<file path="config.mk">
export PLATFORM = sky130hd
export DESIGN_NAME = cd_audio_output_path
export DESIGN_NICKNAME = d
export VERILOG_FILES = /design/src/verilog/cd_audio_output_path.v
export VERILOG_INCLUDE_DIRS = /design/src /design/src/verilog
export SDC_FILE = /design/constraint.sdc
export NUM_CORES = 2
export LEC_CHECK = 0
export BUFFER_PORTS_ARGS = -buffer_cell sky130_fd_sc_hd__buf_2
export CORE_ASPECT_RATIO = 0.75
export CORE_UTILIZATION = 43
export CTS_CLUSTER_DIAMETER = 60
export CTS_CLUSTER_SIZE = 14
export DETAILED_ROUTE_END_ITERATION = 8
export PLACE_DENSITY = 0.55
export SKIP_LAST_GASP = 1
export SYNTH_ARGS = -nofsm -noshare
export SYNTH_HDL_FRONTEND = slang
export SYNTH_SLANG_ARGS = --single-unit
</file>
<file path="constraint.sdc">
create_clock -name clk_i -period 26.2 [get_ports clk_i]
set_input_delay 0 -clock clk_i [delete_from_list [all_inputs] [get_ports clk_i]]
set_output_delay 0 -clock clk_i [all_outputs]
set_load 0.005 [all_outputs]
</file>
<file path="src/verilog/cd_audio_output_path_map.vh">
`ifndef CD_AUDIO_OUTPUT_PATH_MAP_VH
`define CD_AUDIO_OUTPUT_PATH_MAP_VH

// ----------------------------------------------------------------
// register byte offsets
// ----------------------------------------------------------------
`define ADDR_LEVEL       8'h00
`define ADDR_DAC_FMT     8'h04
`define ADDR_CONFIG      8'h08
`define ADDR_STATUS      8'h0C
`define ADDR_PEAK        8'h10

// ----------------------------------------------------------------
// level controller commands
// ----------------------------------------------------------------
`define LVL_MUTE         2'h0
`define LVL_ATTEN        2'h1
`define LVL_FULL         2'h2
`define LVL_FADE         2'h3
`define GAIN_FULL        8'h80
`define GAIN_OVS         8'h78
`define GAIN_ATTEN       8'h20
`define GAIN_MUTE        8'h00

// ----------------------------------------------------------------
// reset values
// ----------------------------------------------------------------
`define RST_LEVEL_CMD    2'h2
`define RST_FADE_TGT     8'h80
`define RST_FORMAT       4'hE
`define RST_NSHIFT       2'h0

// ----------------------------------------------------------------
// dac format codes
// ----------------------------------------------------------------
`define FMT_ROM_I2S      4'hA
`define FMT_ROM_EIAJ     4'hB
`define FMT_I2S_16_18    4'hE
`define FMT_EIAJ16       4'h2
`define FMT_EIAJ18       4'h6
`define FMT_4X_EIAJ16    4'h0
`define FMT_4X_EIAJ18    4'h4
`define FMT_4X_I2S18     4'hC
`define FMT_2X_EIAJ16    4'h3
`define FMT_2X_EIAJ18    4'h7
`define FMT_2X_I2S18     4'hF

// ----------------------------------------------------------------
// flag word bit positions (flag_bit_one sent first)
// ----------------------------------------------------------------
`define FB_ONE           7
`define FB_TWO           6
`define FB_THREE         5
`define FB_FOUR          4
`define FB_FIVE          3
`define FB_SIX           2
`define FB_SEVEN         1
`define FB_EIGHT         0

// ----------------------------------------------------------------
// timing (clock 125 MHz)
// ----------------------------------------------------------------
`define CLK_MHZ          125
`define FAIL_US          140
`define FAIL_CYC         (`FAIL_US * `CLK_MHZ)
`define MUTE_US          3
`define MUTE_STEP_CYC    ((`MUTE_US * `CLK_MHZ) / 128)
`define BCLK_BASE_KHZ    2117
`define BCLK_HALF_CYC    ((`CLK_MHZ * 1000) / (2 * `BCLK_BASE_KHZ))
`define FLAG_SLOT_CYC    250
`define SLOTS_PER_CH     24

`endif
</file>
<file path="src/verilog/cd_audio_output_path.v">
// The register offsets and the Wishbone slave port were decided locally.
`timescale 1ns/1ps
`default_nettype none
`include "cd_audio_output_path_map.vh"

module cd_audio_output_path #(
  parameter FAIL_CYC = `FAIL_CYC
) (
  // clock and reset
  input  wire        clk_i,
  input  wire        rst_i,
  // wishbone slave
  input  wire        cyc_i,
  input  wire        stb_i,
  input  wire        we_i,
  input  wire [7:0]  adr_i,
  input  wire [3:0]  sel_i,
  input  wire [31:0] dat_i,
  output reg  [31:0] dat_o,
  output reg         ack_o,
  // corrected sample stream from the error corrector
  input  wire        smp_valid_i,
  input  wire [15:0] smp_left_i,
  input  wire [15:0] smp_right_i,
  input  wire        smp_bad_left_i,
  input  wire        smp_bad_right_i,
  // per-frame corrector results and subcode
  input  wire        frame_valid_i,
  input  wire        frame_abs_sync_i,
  input  wire [1:0]  frame_c1_i,
  input  wire [2:0]  frame_c2_i,
  input  wire        q_preemph_i,
  input  wire        q_read_done_i,
  // status pins
  output reg         error_flag_pin_o,
  output reg         error_flag_pin_oe_n_o,
  output reg         second_stage_fail_pin_o,
  output reg         config_pin_five_o,
  output reg  [15:0] q_peak_o,
  // dac serial link
  output reg         dac_bclk_o,
  output reg         dac_ws_o,
  output reg         dac_data_o,
  output reg         error_flag_output_o
);

  // ----------------------------------------------------------------
  // helpers
  // ----------------------------------------------------------------
  function [15:0] midpoint;
    input [15:0] a;
    input [15:0] b;
    reg   [16:0] s;
    begin
      s = {a[15], a} + {b[15], b};
      midpoint = s[16:1];
    end
  endfunction

  function [15:0] conceal;
    input [15:0] cur;
    input        cur_bad;
    input [15:0] nxt;
    input        nxt_bad;
    input [15:0] last;
    input        rom;
    begin
      if (!cur_bad || rom)
        conceal = cur;
      else if (nxt_bad)
        conceal = last;
      else
        conceal = midpoint(last, nxt);
    end
  endfunction

  // de-emphasis as a one-pole low-pass; bypass passes the sample through unchanged
  function [15:0] deemph;
    input [15:0] x;
    input [15:0] y_prev;
    input        on;
    reg   [16:0] d;
    begin
      d = {x[15], x} - {y_prev[15], y_prev};
      if (on)
        deemph = y_prev + {d[16], d[16:2]};
      else
        deemph = x;
    end
  endfunction

  // gain 0..128 linear, result carries two extra fraction bits
  function [17:0] scale;
    input [15:0] x;
    input [7:0]  g;
    reg   [24:0] p;
    begin
      p = $signed(x) * $signed({1'b0, g});
      scale = p[22:5];
    end
  endfunction

  // ----------------------------------------------------------------
  // registers
  // ----------------------------------------------------------------
  reg [1:0]  lvl_cmd_ff;
  reg [7:0]  fade_tgt_ff;
  reg [3:0]  fmt_ff;
  reg        ws_inv_ff;
  reg        data_inv_ff;
  reg [1:0]  nshift_ff;
  reg        deemph_pin5_ff;
  reg [7:0]  flag_word_ff;
  reg [7:0]  gain_ff;

  wire       fmt_rom  = (fmt_ff == `FMT_ROM_I2S) || (fmt_ff == `FMT_ROM_EIAJ);
  wire       fmt_4x   = (fmt_ff == `FMT_4X_EIAJ16) || (fmt_ff == `FMT_4X_EIAJ18) ||
                        (fmt_ff == `FMT_4X_I2S18);
  wire       fmt_2x   = (fmt_ff == `FMT_2X_EIAJ16) || (fmt_ff == `FMT_2X_EIAJ18) ||
                        (fmt_ff == `FMT_2X_I2S18);
  wire       fmt_i2s  = (fmt_ff == `FMT_ROM_I2S) || (fmt_ff == `FMT_I2S_16_18) ||
                        (fmt_ff == `FMT_4X_I2S18) || (fmt_ff == `FMT_2X_I2S18);
  wire       fmt_bad  = fmt_4x && (nshift_ff == 2'h3);
  wire       ovs_on   = fmt_4x || fmt_2x;
  wire       deemph_on = q_preemph_i && !deemph_pin5_ff;
  wire       fade_act = (lvl_cmd_ff == `LVL_FADE) || (lvl_cmd_ff == `LVL_ATTEN);
  wire [4:0] word_bits = (fmt_ff == `FMT_I2S_16_18) ? ((fade_act || deemph_on) ? 5'd18 : 5'd16)
                       : ((fmt_ff == `FMT_EIAJ18) || (fmt_ff == `FMT_4X_EIAJ18) ||
                          (fmt_ff == `FMT_4X_I2S18) || (fmt_ff == `FMT_2X_EIAJ18) ||
                          (fmt_ff == `FMT_2X_I2S18)) ? 5'd18 : 5'd16;

  wire       wb_req = cyc_i && stb_i && !ack_o;
  // a write lands on the ack edge, the one at which the master counts it done
  wire       wb_wr  = cyc_i && stb_i && we_i && ack_o;

  always @(posedge clk_i)
  begin
    if (rst_i)
    begin
      ack_o          <= 1'b0;
      dat_o          <= 32'h0000_0000;
      lvl_cmd_ff     <= `RST_LEVEL_CMD;
      fade_tgt_ff    <= `RST_FADE_TGT;
      fmt_ff         <= `RST_FORMAT;
      ws_inv_ff      <= 1'b0;
      data_inv_ff    <= 1'b0;
      nshift_ff      <= `RST_NSHIFT;
      deemph_pin5_ff <= 1'b0;
    end
    else
    begin
      ack_o <= wb_req;
      dat_o <= 32'h0000_0000;
      if (wb_wr)
      begin
        if (adr_i == `ADDR_LEVEL)
        begin
          if (sel_i[0])
            lvl_cmd_ff <= dat_i[1:0];
          if (sel_i[1])
            fade_tgt_ff <= (dat_i[15:8] > `GAIN_FULL) ? `GAIN_FULL : dat_i[15:8];
        end
        else if (adr_i == `ADDR_DAC_FMT)
        begin
          if (sel_i[0])
          begin
            fmt_ff      <= dat_i[3:0];
            ws_inv_ff   <= dat_i[4];
            data_inv_ff <= dat_i[5];
          end
        end
        else if (adr_i == `ADDR_CONFIG)
        begin
          if (sel_i[0])
          begin
            nshift_ff      <= dat_i[1:0];
            deemph_pin5_ff <= dat_i[2];
          end
        end
      end
      else if (wb_req && !we_i)
      begin
        if (adr_i == `ADDR_LEVEL)
          dat_o <= {16'h0000, fade_tgt_ff, 6'h00, lvl_cmd_ff};
        else if (adr_i == `ADDR_DAC_FMT)
          dat_o <= {26'h0, data_inv_ff, ws_inv_ff, fmt_ff};
        else if (adr_i == `ADDR_CONFIG)
          dat_o <= {29'h0, deemph_pin5_ff, nshift_ff};
        else if (adr_i == `ADDR_STATUS)
          dat_o <= {14'h0, fmt_bad, deemph_on, gain_ff, flag_word_ff};
        else if (adr_i == `ADDR_PEAK)
          dat_o <= {16'h0000, q_peak_o};
      end
    end
  end

  // ----------------------------------------------------------------
  // level controller
  // ----------------------------------------------------------------
  // the ramp is linear in gain, so 32/128 lands on -12 dB and 120/128
  // on -0.5 dB; finer dB steps would need a lookup table
  reg  [7:0]  gain_tgt;
  reg  [8:0]  ramp_cnt_ff;
  wire [31:0] ramp_raw = `MUTE_STEP_CYC >> nshift_ff;
  wire [8:0]  ramp_len = (ramp_raw != 32'h0000_0000) ? ramp_raw[8:0] : 9'd1;

  always @*
  begin
    if (lvl_cmd_ff == `LVL_MUTE)
      gain_tgt = `GAIN_MUTE;
    else if (lvl_cmd_ff == `LVL_ATTEN)
      gain_tgt = `GAIN_ATTEN;
    else if (lvl_cmd_ff == `LVL_FADE)
      gain_tgt = fade_tgt_ff;
    else
      gain_tgt = ovs_on ? `GAIN_OVS : `GAIN_FULL;
    if (ovs_on && gain_tgt > `GAIN_OVS)
      gain_tgt = `GAIN_OVS;
  end

  always @(posedge clk_i)
  begin
    if (rst_i)
    begin
      gain_ff     <= `GAIN_FULL;
      ramp_cnt_ff <= 9'd0;
    end
    else if (ramp_cnt_ff + 9'd1 >= ramp_len)
    begin
      ramp_cnt_ff <= 9'd0;
      if (gain_ff > gain_tgt)
        gain_ff <= gain_ff - 8'h01;
      else if (gain_ff < gain_tgt)
        gain_ff <= gain_ff + 8'h01;
    end
    else
      ramp_cnt_ff <= ramp_cnt_ff + 9'd1;
  end

  // ----------------------------------------------------------------
  // concealment, filter, gain and peak
  // ----------------------------------------------------------------
  // one sample of look-ahead is needed to know whether a bad sample
  // stands alone or starts a run
  reg  [15:0] cur_l_ff, cur_r_ff, last_l_ff, last_r_ff, de_l_ff, de_r_ff;
  reg         cur_bad_l_ff, cur_bad_r_ff;
  reg  [17:0] out_a_l_ff, out_a_r_ff, out_b_l_ff, out_b_r_ff;
  reg         out_bad_l_ff, out_bad_r_ff;
  reg         seen_interp_ff, seen_hold_ff, fail_evt;
  wire [15:0] con_l = conceal(cur_l_ff, cur_bad_l_ff, smp_left_i, smp_bad_left_i,
                              last_l_ff, fmt_rom);
  wire [15:0] con_r = conceal(cur_r_ff, cur_bad_r_ff, smp_right_i, smp_bad_right_i,
                              last_r_ff, fmt_rom);
  wire [15:0] fil_l = deemph(con_l, de_l_ff, deemph_on);
  wire [15:0] fil_r = deemph(con_r, de_r_ff, deemph_on);
  wire [17:0] lvl_l = scale(fil_l, gain_ff);
  wire [17:0] lvl_r = scale(fil_r, gain_ff);
  wire        hold_now = !fmt_rom && ((cur_bad_l_ff && smp_bad_left_i) ||
                                      (cur_bad_r_ff && smp_bad_right_i));
  wire        intp_now = !fmt_rom && ((cur_bad_l_ff && !smp_bad_left_i) ||
                                      (cur_bad_r_ff && !smp_bad_right_i));

  always @(posedge clk_i)
  begin
    if (rst_i)
    begin
      cur_l_ff <= 16'h0000;  cur_r_ff <= 16'h0000;
      last_l_ff <= 16'h0000; last_r_ff <= 16'h0000;
      de_l_ff <= 16'h0000;   de_r_ff <= 16'h0000;
      cur_bad_l_ff <= 1'b0;  cur_bad_r_ff <= 1'b0;
      out_a_l_ff <= 18'h00000; out_a_r_ff <= 18'h00000;
      out_b_l_ff <= 18'h00000; out_b_r_ff <= 18'h00000;
      out_bad_l_ff <= 1'b0;  out_bad_r_ff <= 1'b0;
      fail_evt <= 1'b0;
      q_peak_o <= 16'h0000;
    end
    else
    begin
      fail_evt <= smp_valid_i && (cur_bad_l_ff || cur_bad_r_ff);
      if (smp_valid_i)
      begin
        cur_l_ff <= smp_left_i;          cur_r_ff <= smp_right_i;
        cur_bad_l_ff <= smp_bad_left_i;  cur_bad_r_ff <= smp_bad_right_i;
        last_l_ff <= con_l;              last_r_ff <= con_r;
        de_l_ff <= fil_l;                de_r_ff <= fil_r;
        out_a_l_ff <= out_b_l_ff;        out_a_r_ff <= out_b_r_ff;
        out_b_l_ff <= lvl_l;             out_b_r_ff <= lvl_r;
        out_bad_l_ff <= cur_bad_l_ff;    out_bad_r_ff <= cur_bad_r_ff;
      end
      if (q_read_done_i)
        q_peak_o <= 16'h0000;
      else if (smp_valid_i)
      begin
        if (!lvl_l[17] && lvl_l[16:9] > q_peak_o[7:0])
          q_peak_o[7:0] <= lvl_l[16:9];
        if (!lvl_r[17] && lvl_r[16:9] > q_peak_o[15:8])
          q_peak_o[15:8] <= lvl_r[16:9];
      end
    end
  end

  // ----------------------------------------------------------------
  // per-frame flag word and serial flag pin
  // ----------------------------------------------------------------
  reg  [7:0]  flag_sh_ff;
  reg  [3:0]  flag_left_ff;
  reg  [8:0]  flag_cnt_ff;
  wire [2:0]  c2_code = (frame_c2_i > 3'd4) ? 3'h7 : frame_c2_i;
  wire [31:0] slot_raw = `FLAG_SLOT_CYC >> nshift_ff;
  wire [8:0]  slot_len = slot_raw[8:0];

  always @(posedge clk_i)
  begin
    if (rst_i)
    begin
      flag_word_ff <= 8'h00;
      flag_sh_ff <= 8'hFF;
      flag_left_ff <= 4'h0;
      flag_cnt_ff <= 9'd0;
      seen_interp_ff <= 1'b0;
      seen_hold_ff <= 1'b0;
      error_flag_pin_o <= 1'b0;
      error_flag_pin_oe_n_o <= 1'b1;
    end
    else
    begin
      error_flag_pin_o <= 1'b0;
      if (frame_valid_i)
      begin
        flag_word_ff[`FB_ONE]   <= frame_abs_sync_i;
        flag_word_ff[`FB_TWO]   <= frame_c1_i[1];
        flag_word_ff[`FB_THREE] <= frame_c1_i[0];
        flag_word_ff[`FB_FOUR]  <= c2_code[2];
        flag_word_ff[`FB_FIVE]  <= c2_code[1];
        flag_word_ff[`FB_EIGHT] <= c2_code[0];
        flag_word_ff[`FB_SIX]   <= seen_hold_ff || (smp_valid_i && hold_now);
        flag_word_ff[`FB_SEVEN] <= seen_interp_ff || (smp_valid_i && intp_now);
        flag_sh_ff <= {frame_abs_sync_i, frame_c1_i, c2_code[2:1],
                       seen_hold_ff || (smp_valid_i && hold_now),
                       seen_interp_ff || (smp_valid_i && intp_now), c2_code[0]};
        flag_left_ff <= 4'h8;
        flag_cnt_ff <= 9'd0;
        seen_hold_ff <= 1'b0;
        seen_interp_ff <= 1'b0;
      end
      else
      begin
        if (smp_valid_i && hold_now)
          seen_hold_ff <= 1'b1;
        if (smp_valid_i && intp_now)
          seen_interp_ff <= 1'b1;
        if (flag_left_ff != 4'h0)
        begin
          if (flag_cnt_ff + 9'd1 >= slot_len)
          begin
            flag_cnt_ff <= 9'd0;
            flag_sh_ff <= {flag_sh_ff[6:0], 1'b1};
            flag_left_ff <= flag_left_ff - 4'h1;
          end
          else
            flag_cnt_ff <= flag_cnt_ff + 9'd1;
        end
      end
      // open drain: pull low for a zero, release for a one or idle
      error_flag_pin_oe_n_o <= !((flag_left_ff != 4'h0) && !flag_sh_ff[7]);
    end
  end

  // ----------------------------------------------------------------
  // second-stage failure pulse
  // ----------------------------------------------------------------
  reg  [15:0] fail_cnt_ff;
  wire [31:0] fail_raw = FAIL_CYC >> nshift_ff;

  always @(posedge clk_i)
  begin
    if (rst_i)
    begin
      fail_cnt_ff <= 16'h0000;
      second_stage_fail_pin_o <= 1'b1;
      config_pin_five_o <= 1'b0;
    end
    else
    begin
      config_pin_five_o <= deemph_pin5_ff && q_preemph_i;
      if (fail_evt)
        fail_cnt_ff <= fail_raw[15:0];
      else if (fail_cnt_ff != 16'h0000)
        fail_cnt_ff <= fail_cnt_ff - 16'h0001;
      second_stage_fail_pin_o <= !(fail_evt || fail_cnt_ff > 16'h0001);
    end
  end

  // ----------------------------------------------------------------
  // dac serialiser
  // ----------------------------------------------------------------
  // bit clock is a divider of clk_i; 48 bit slots per output word pair
  reg  [5:0]  half_cnt_ff;
  reg  [5:0]  slot_ff;
  reg  [1:0]  sub_ff;
  reg  [23:0] word_l_ff, word_r_ff;
  wire [1:0]  rate_sh = fmt_4x ? 2'd2 : (fmt_2x ? 2'd1 : 2'd0);
  // the shift needs three bits: n = 8 at four-times rate shifts by five
  wire [2:0]  bclk_sh = {1'b0, nshift_ff} + {1'b0, rate_sh};
  wire [31:0] half_raw = `BCLK_HALF_CYC >> bclk_sh;
  wire [5:0]  half_len = (half_raw != 32'h0000_0000) ? half_raw[5:0] : 6'd1;
  wire [1:0]  sub_max = fmt_4x ? 2'd3 : (fmt_2x ? 2'd1 : 2'd0);
  wire        left_half = (slot_ff < 6'd`SLOTS_PER_CH);
  wire [5:0]  pos_right = slot_ff - 6'd`SLOTS_PER_CH;
  wire [4:0]  pos = left_half ? slot_ff[4:0] : pos_right[4:0];
  wire [23:0] word = left_half ? word_l_ff : word_r_ff;
  wire [4:0]  rj_start = 5'd`SLOTS_PER_CH - word_bits;
  reg         bit_val;
  reg  [19:0] ip_l, ip_r;

  always @*
  begin
    bit_val = 1'b0;
    if (fmt_i2s)
    begin
      if (pos >= 5'd1 && pos <= word_bits)
        bit_val = word[5'd24 - pos];
    end
    else if (pos >= rj_start)
      bit_val = word[5'd23 - (pos - rj_start)];
    // linear steps between the last two samples form the oversampled stream
    ip_l = $signed({{2{out_a_l_ff[17]}}, out_a_l_ff}) +
           (($signed({{2{out_b_l_ff[17]}}, out_b_l_ff}) -
             $signed({{2{out_a_l_ff[17]}}, out_a_l_ff})) * $signed({1'b0, sub_ff})
            >>> rate_sh);
    ip_r = $signed({{2{out_a_r_ff[17]}}, out_a_r_ff}) +
           (($signed({{2{out_b_r_ff[17]}}, out_b_r_ff}) -
             $signed({{2{out_a_r_ff[17]}}, out_a_r_ff})) * $signed({1'b0, sub_ff})
            >>> rate_sh);
  end

  always @(posedge clk_i)
  begin
    if (rst_i)
    begin
      half_cnt_ff <= 6'd0;
      slot_ff <= 6'd0;
      sub_ff <= 2'd0;
      word_l_ff <= 24'h000000;
      word_r_ff <= 24'h000000;
      dac_bclk_o <= 1'b0;
      dac_ws_o <= 1'b0;
      dac_data_o <= 1'b0;
      error_flag_output_o <= 1'b0;
    end
    else if (half_cnt_ff + 6'd1 >= half_len)
    begin
      half_cnt_ff <= 6'd0;
      dac_bclk_o <= !dac_bclk_o;
      if (dac_bclk_o)
      begin
        // falling edge: data and word select change, the dac samples on rising
        dac_data_o <= bit_val ^ data_inv_ff;
        dac_ws_o <= (fmt_i2s ? !left_half : left_half) ^ ws_inv_ff;
        error_flag_output_o <= fmt_rom && (left_half ? out_bad_l_ff : out_bad_r_ff);
        if (slot_ff == 6'd47)
        begin
          slot_ff <= 6'd0;
          sub_ff <= (sub_ff >= sub_max) ? 2'd0 : sub_ff + 2'd1;
          word_l_ff <= fmt_bad ? 24'h000000 : {ip_l[17:0], 6'h00};
          word_r_ff <= fmt_bad ? 24'h000000 : {ip_r[17:0], 6'h00};
        end
        else
          slot_ff <= slot_ff + 6'd1;
      end
    end
    else
      half_cnt_ff <= half_cnt_ff + 6'd1;
  end

endmodule // cd_audio_output_path

`default_nettype wire

</file>
==> flow_metrics.py <==
metrics = {
    "worst_setup_path": {
        "path_buf_inv": 4,
        "crit_required_ns": 26.68,
        "critical_path.startpoint_type": "register",
        "crit_path_top_delay_cell": "sky130_fd_sc_hd__a211oi_2",
        "most_frequent_cell_on_the_critical_path": "sky130_fd_sc_hd__ha_1",
        "ff2ff_path_depth": 47,
        "path_class": "register to register",
        "cp_top_family": "compound AO/OA/AOI/OAI gates",
        "critical_path_arrival_ns": 13.31,
        "critPathMaxStageDelay_ns": 0.67,
        "worstPathMaxFanout": 9,
        "cp-end-kind": "register",
        "path_depth": 47,
    },
    "layout": {
        "layout-area-overhead-vs-synth_pct": 10.8,
        "postLayoutCoreUtil_pct": 48.6,
        "finish.cell_count_without_fillers": 5611,
        "fillers": 8075,
        "multi_input_logic_area_sq_mm": 0.0263,
        "proportion_of_layout_cells_with_a_drive_suffix_above_1_pct": 6.74,
        "num-nets-final": 5209,
        "commonest_non_fill_non_tap_cell_in_the_layout": "sky130_fd_sc_hd__inv_1",
        "layout.cells.most_common_list": "sky130_fd_sc_hd__inv_1, sky130_fd_sc_hd__nor2_1, sky130_fd_sc_hd__nand2_1, sky130_fd_sc_hd__ha_1, sky130_fd_sc_hd__dfxtp_1",
        "sequential_cell_area_sq_mm": 0.00697,
    },
    "outcome": {
        "outcome": "finished, final reports clean",
    },
    "clock_tree": {
        "cts_tree": "done",
        "cts.clk_slew.worst_paths_ns": 0.06,
        "clock_insertion_delay_at_the_later_pin_of_the_skew_report_ns": 0.60,
        "ctsHtreeMaxLevel": 2,
        "clockBufferDepth": 3,
        "cts.sink_count": 348,
        "cts_root_buffer": "sky130_fd_sc_hd__clkbuf_16",
        "cts_made_buffers": 39,
    },
    "sta": {
        "max_slew.worst_pin.slew_ns": 1.24,
        "setup_viol_count_final": 0,
        "layout_min_cycle_time_ns": 12.84,
        "grt_setup_unrepaired": "false",
        "clock-skew-final_ns": 0.0295,
        "final.hold.worst_slack_ns": 0.0865,
        "fmax_mhz": 77.9,
        "timing.final.crit_share_pct": 49.0,
        "slew_violations": 0,
        "worst_slew_margin_rel_pct": 16.7,
        "timing.final.hold_violations": 0,
        "final.setup.tns_ns": 0,
    },
    "placement": {
        "dpl.hpwl_microns": 75900,
        "globalplace.congestion": 0.872,
        "placed_cells": 5445,
        "port_buffers": 114,
    },
    "worst_hold_path": {
        "min_path_cells": 3,
        "holdCritPathClass": "primary input to register",
    },
    "logic_synthesis": {
        "edff_count_synth": 0,
        "post_synth_num_cell_types": 99,
        "synthArstFlopShare_pct": 0,
        "seq_area_frac_synth_pct": 19.6,
        "post_synth_instance_area_sq_mm": 0.0355,
        "yosys_warnings": 0,
        "yosys_register_bits": 348,
        "post_synth_inst_count": 4383,
        "postSynthAreaPerCell_sq_um": 8.11,
        "synthFlopType": "sky130_fd_sc_hd__dfxtp_1",
    },
    "route": {
        "drt_first_pass_iters": 6,
        "dr_total_vias": 29900,
        "detail_route.drc_violations": 0,
        "wl_final_microns": 98300,
        "vias_per_cell": 5.34,
        "ant_nets": 0,
        "wl_per_cell_microns": 17.5,
        "drt_iter0_markers": 1872,
    },
    "global_route": {
        "globalRouteOverflowTotal": 0,
        "antenna_found_initial": 5,
        "grt_first_pass_wirelength_microns": 157000,
        "grt_max_degree": 92,
        "groute.usage.overall_pct": 23.3,
        "vias_in_the_first_global_route": 28400,
    },
    "flow_run": {
        "maxCapViolations": 0,
    },
    "die": {
        "top_level_ports": 150,
        "die-area_sq_mm": 0.0838,
        "initial_utilization_pct": 43.8,
        "die_height_microns": 251,
        "die_w_microns": 334,
        "core.rowCount": 90,
        "core_region_area_sq_mm": 0.0811,
    },
}
-- per-stage QoR --
step	setup slack, ns	cell area, sq um
after global routing	12.39	39400
after CTS	13.31	39400
after global placement	13.42	37200
final	13.36	39400
after detailed placement	13.34	37200
after floorplan	15.64	35600
-- metal layers --
metal,part of all wire [%],vias up,global-route usage [%]
met1,53,14000,35.8
met4,2.1,2,5.18
met5,0.0071,-,0
met3,4.5,94,2.51
met2,40,580,34.4
li1,-,15200,-
-- worst register-to-register path: cells and delay by family (launching register included) --
kind | cells | cell delay [ns]
xor+xnor | 3 | 0.81
compound gates | 18 | 4.50
fa+ha+maj | 9 | 3.62
mux | 1 | 0.66
flops | 1 | 0.33
buf+inv | 4 | 0.25
simple gates | 12 | 2.54
-- cells by family after synthesis --
kind of cell	share of synthesized area, %
AND/OR/NAND/NOR	19.8
AO/OA/AOI/OAI	16.4
buffers and inverters	6.82
adder cells (fa/ha/maj)	25.0
flip-flops	19.6
XOR/XNOR	5.53
multiplexers	6.79
other	0.0105
-- Yosys cell counts (17+ instances only) --
cell type	instances	share of area [%]
sky130_fd_sc_hd__a211oi_1	59	1.2
sky130_fd_sc_hd__a21o_1	67	1.4
sky130_fd_sc_hd__a21oi_1	266	3.7
sky130_fd_sc_hd__a22oi_1	17	0.36
sky130_fd_sc_hd__a31oi_1	37	0.65
sky130_fd_sc_hd__and2_1	183	3.2
sky130_fd_sc_hd__and3_1	37	0.65
sky130_fd_sc_hd__buf_1	20	0.21
sky130_fd_sc_hd__clkbuf_1	133	1.4
sky130_fd_sc_hd__dfxtp_1	348	20
sky130_fd_sc_hd__fa_1	206	12
sky130_fd_sc_hd__ha_1	382	13
sky130_fd_sc_hd__inv_1	442	4.7
sky130_fd_sc_hd__mux2_2	20	0.63
sky130_fd_sc_hd__mux2i_1	176	5.0
sky130_fd_sc_hd__mux4_2	18	1.1
sky130_fd_sc_hd__nand2_1	408	4.3
sky130_fd_sc_hd__nand2b_1	50	0.88
sky130_fd_sc_hd__nand3_1	82	1.2
sky130_fd_sc_hd__nand3b_1	19	0.40
sky130_fd_sc_hd__nand4_1	22	0.39
sky130_fd_sc_hd__nor2_1	436	4.6
sky130_fd_sc_hd__nor2b_1	62	1.1
sky130_fd_sc_hd__nor3_1	76	1.1
sky130_fd_sc_hd__nor3b_1	17	0.36
sky130_fd_sc_hd__o21a_1	56	1.2
sky130_fd_sc_hd__o21ai_0	158	2.2
sky130_fd_sc_hd__o21ai_1	42	0.59
sky130_fd_sc_hd__o21bai_1	19	0.40
sky130_fd_sc_hd__o31ai_1	22	0.46
sky130_fd_sc_hd__or3_1	27	0.48
sky130_fd_sc_hd__xnor2_1	141	3.5
sky130_fd_sc_hd__xor2_1	78	1.9
-- registers in the layout, summed over array words and instances, names as in the netlist, 9 cells and up --
name / flops
dat_o: 18
out_a_l_ff: 18
out_a_r_ff: 18
out_b_l_ff: 18
out_b_r_ff: 18
word_l_ff: 18
word_r_ff: 18
cur_l_ff: 16
cur_r_ff: 16
de_l_ff: 16
de_r_ff: 16
fail_cnt_ff: 16
last_l_ff: 16
last_r_ff: 16
q_peak_o: 16
flag_cnt_ff: 9
ramp_cnt_ff: 9
-- path summary, 6_finish.rpt --
check | startpoint | end | slack [ns]
worst max-delay path | last_l_ff[2] | q_peak_o[7] | 13.36
worst min register to register | flag_cnt_ff[8] | flag_cnt_ff[8] | 0.45
worst max register to register | last_l_ff[2] | q_peak_o[7] | 13.36
worst min-delay path | smp_bad_left_i | cur_bad_l_ff | 0.09
-- repair_timing --
item                      4_1_cts  5_1_grt
hold endpoints to repair      145        0
hold buffers                  100        0
setup buffers                   0        0
gates resized for setup         0        0
-- cell type report --
cell class / instances / share of cell area, %
sequential: 348 / 17.7
multi-input combinational: 3429 / 66.7
inverter: 454 / 4.33
timing repair buffer: 256 / 4.84
clock buffer: 46 / 2.70
antenna: 1 / 0.00635
tap: 1058 / 3.36
clock inverter: 19 / 0.426
Power is not shown: default switching activity piles up to over one toggle a cycle in this logic, so the estimate is an artifact.
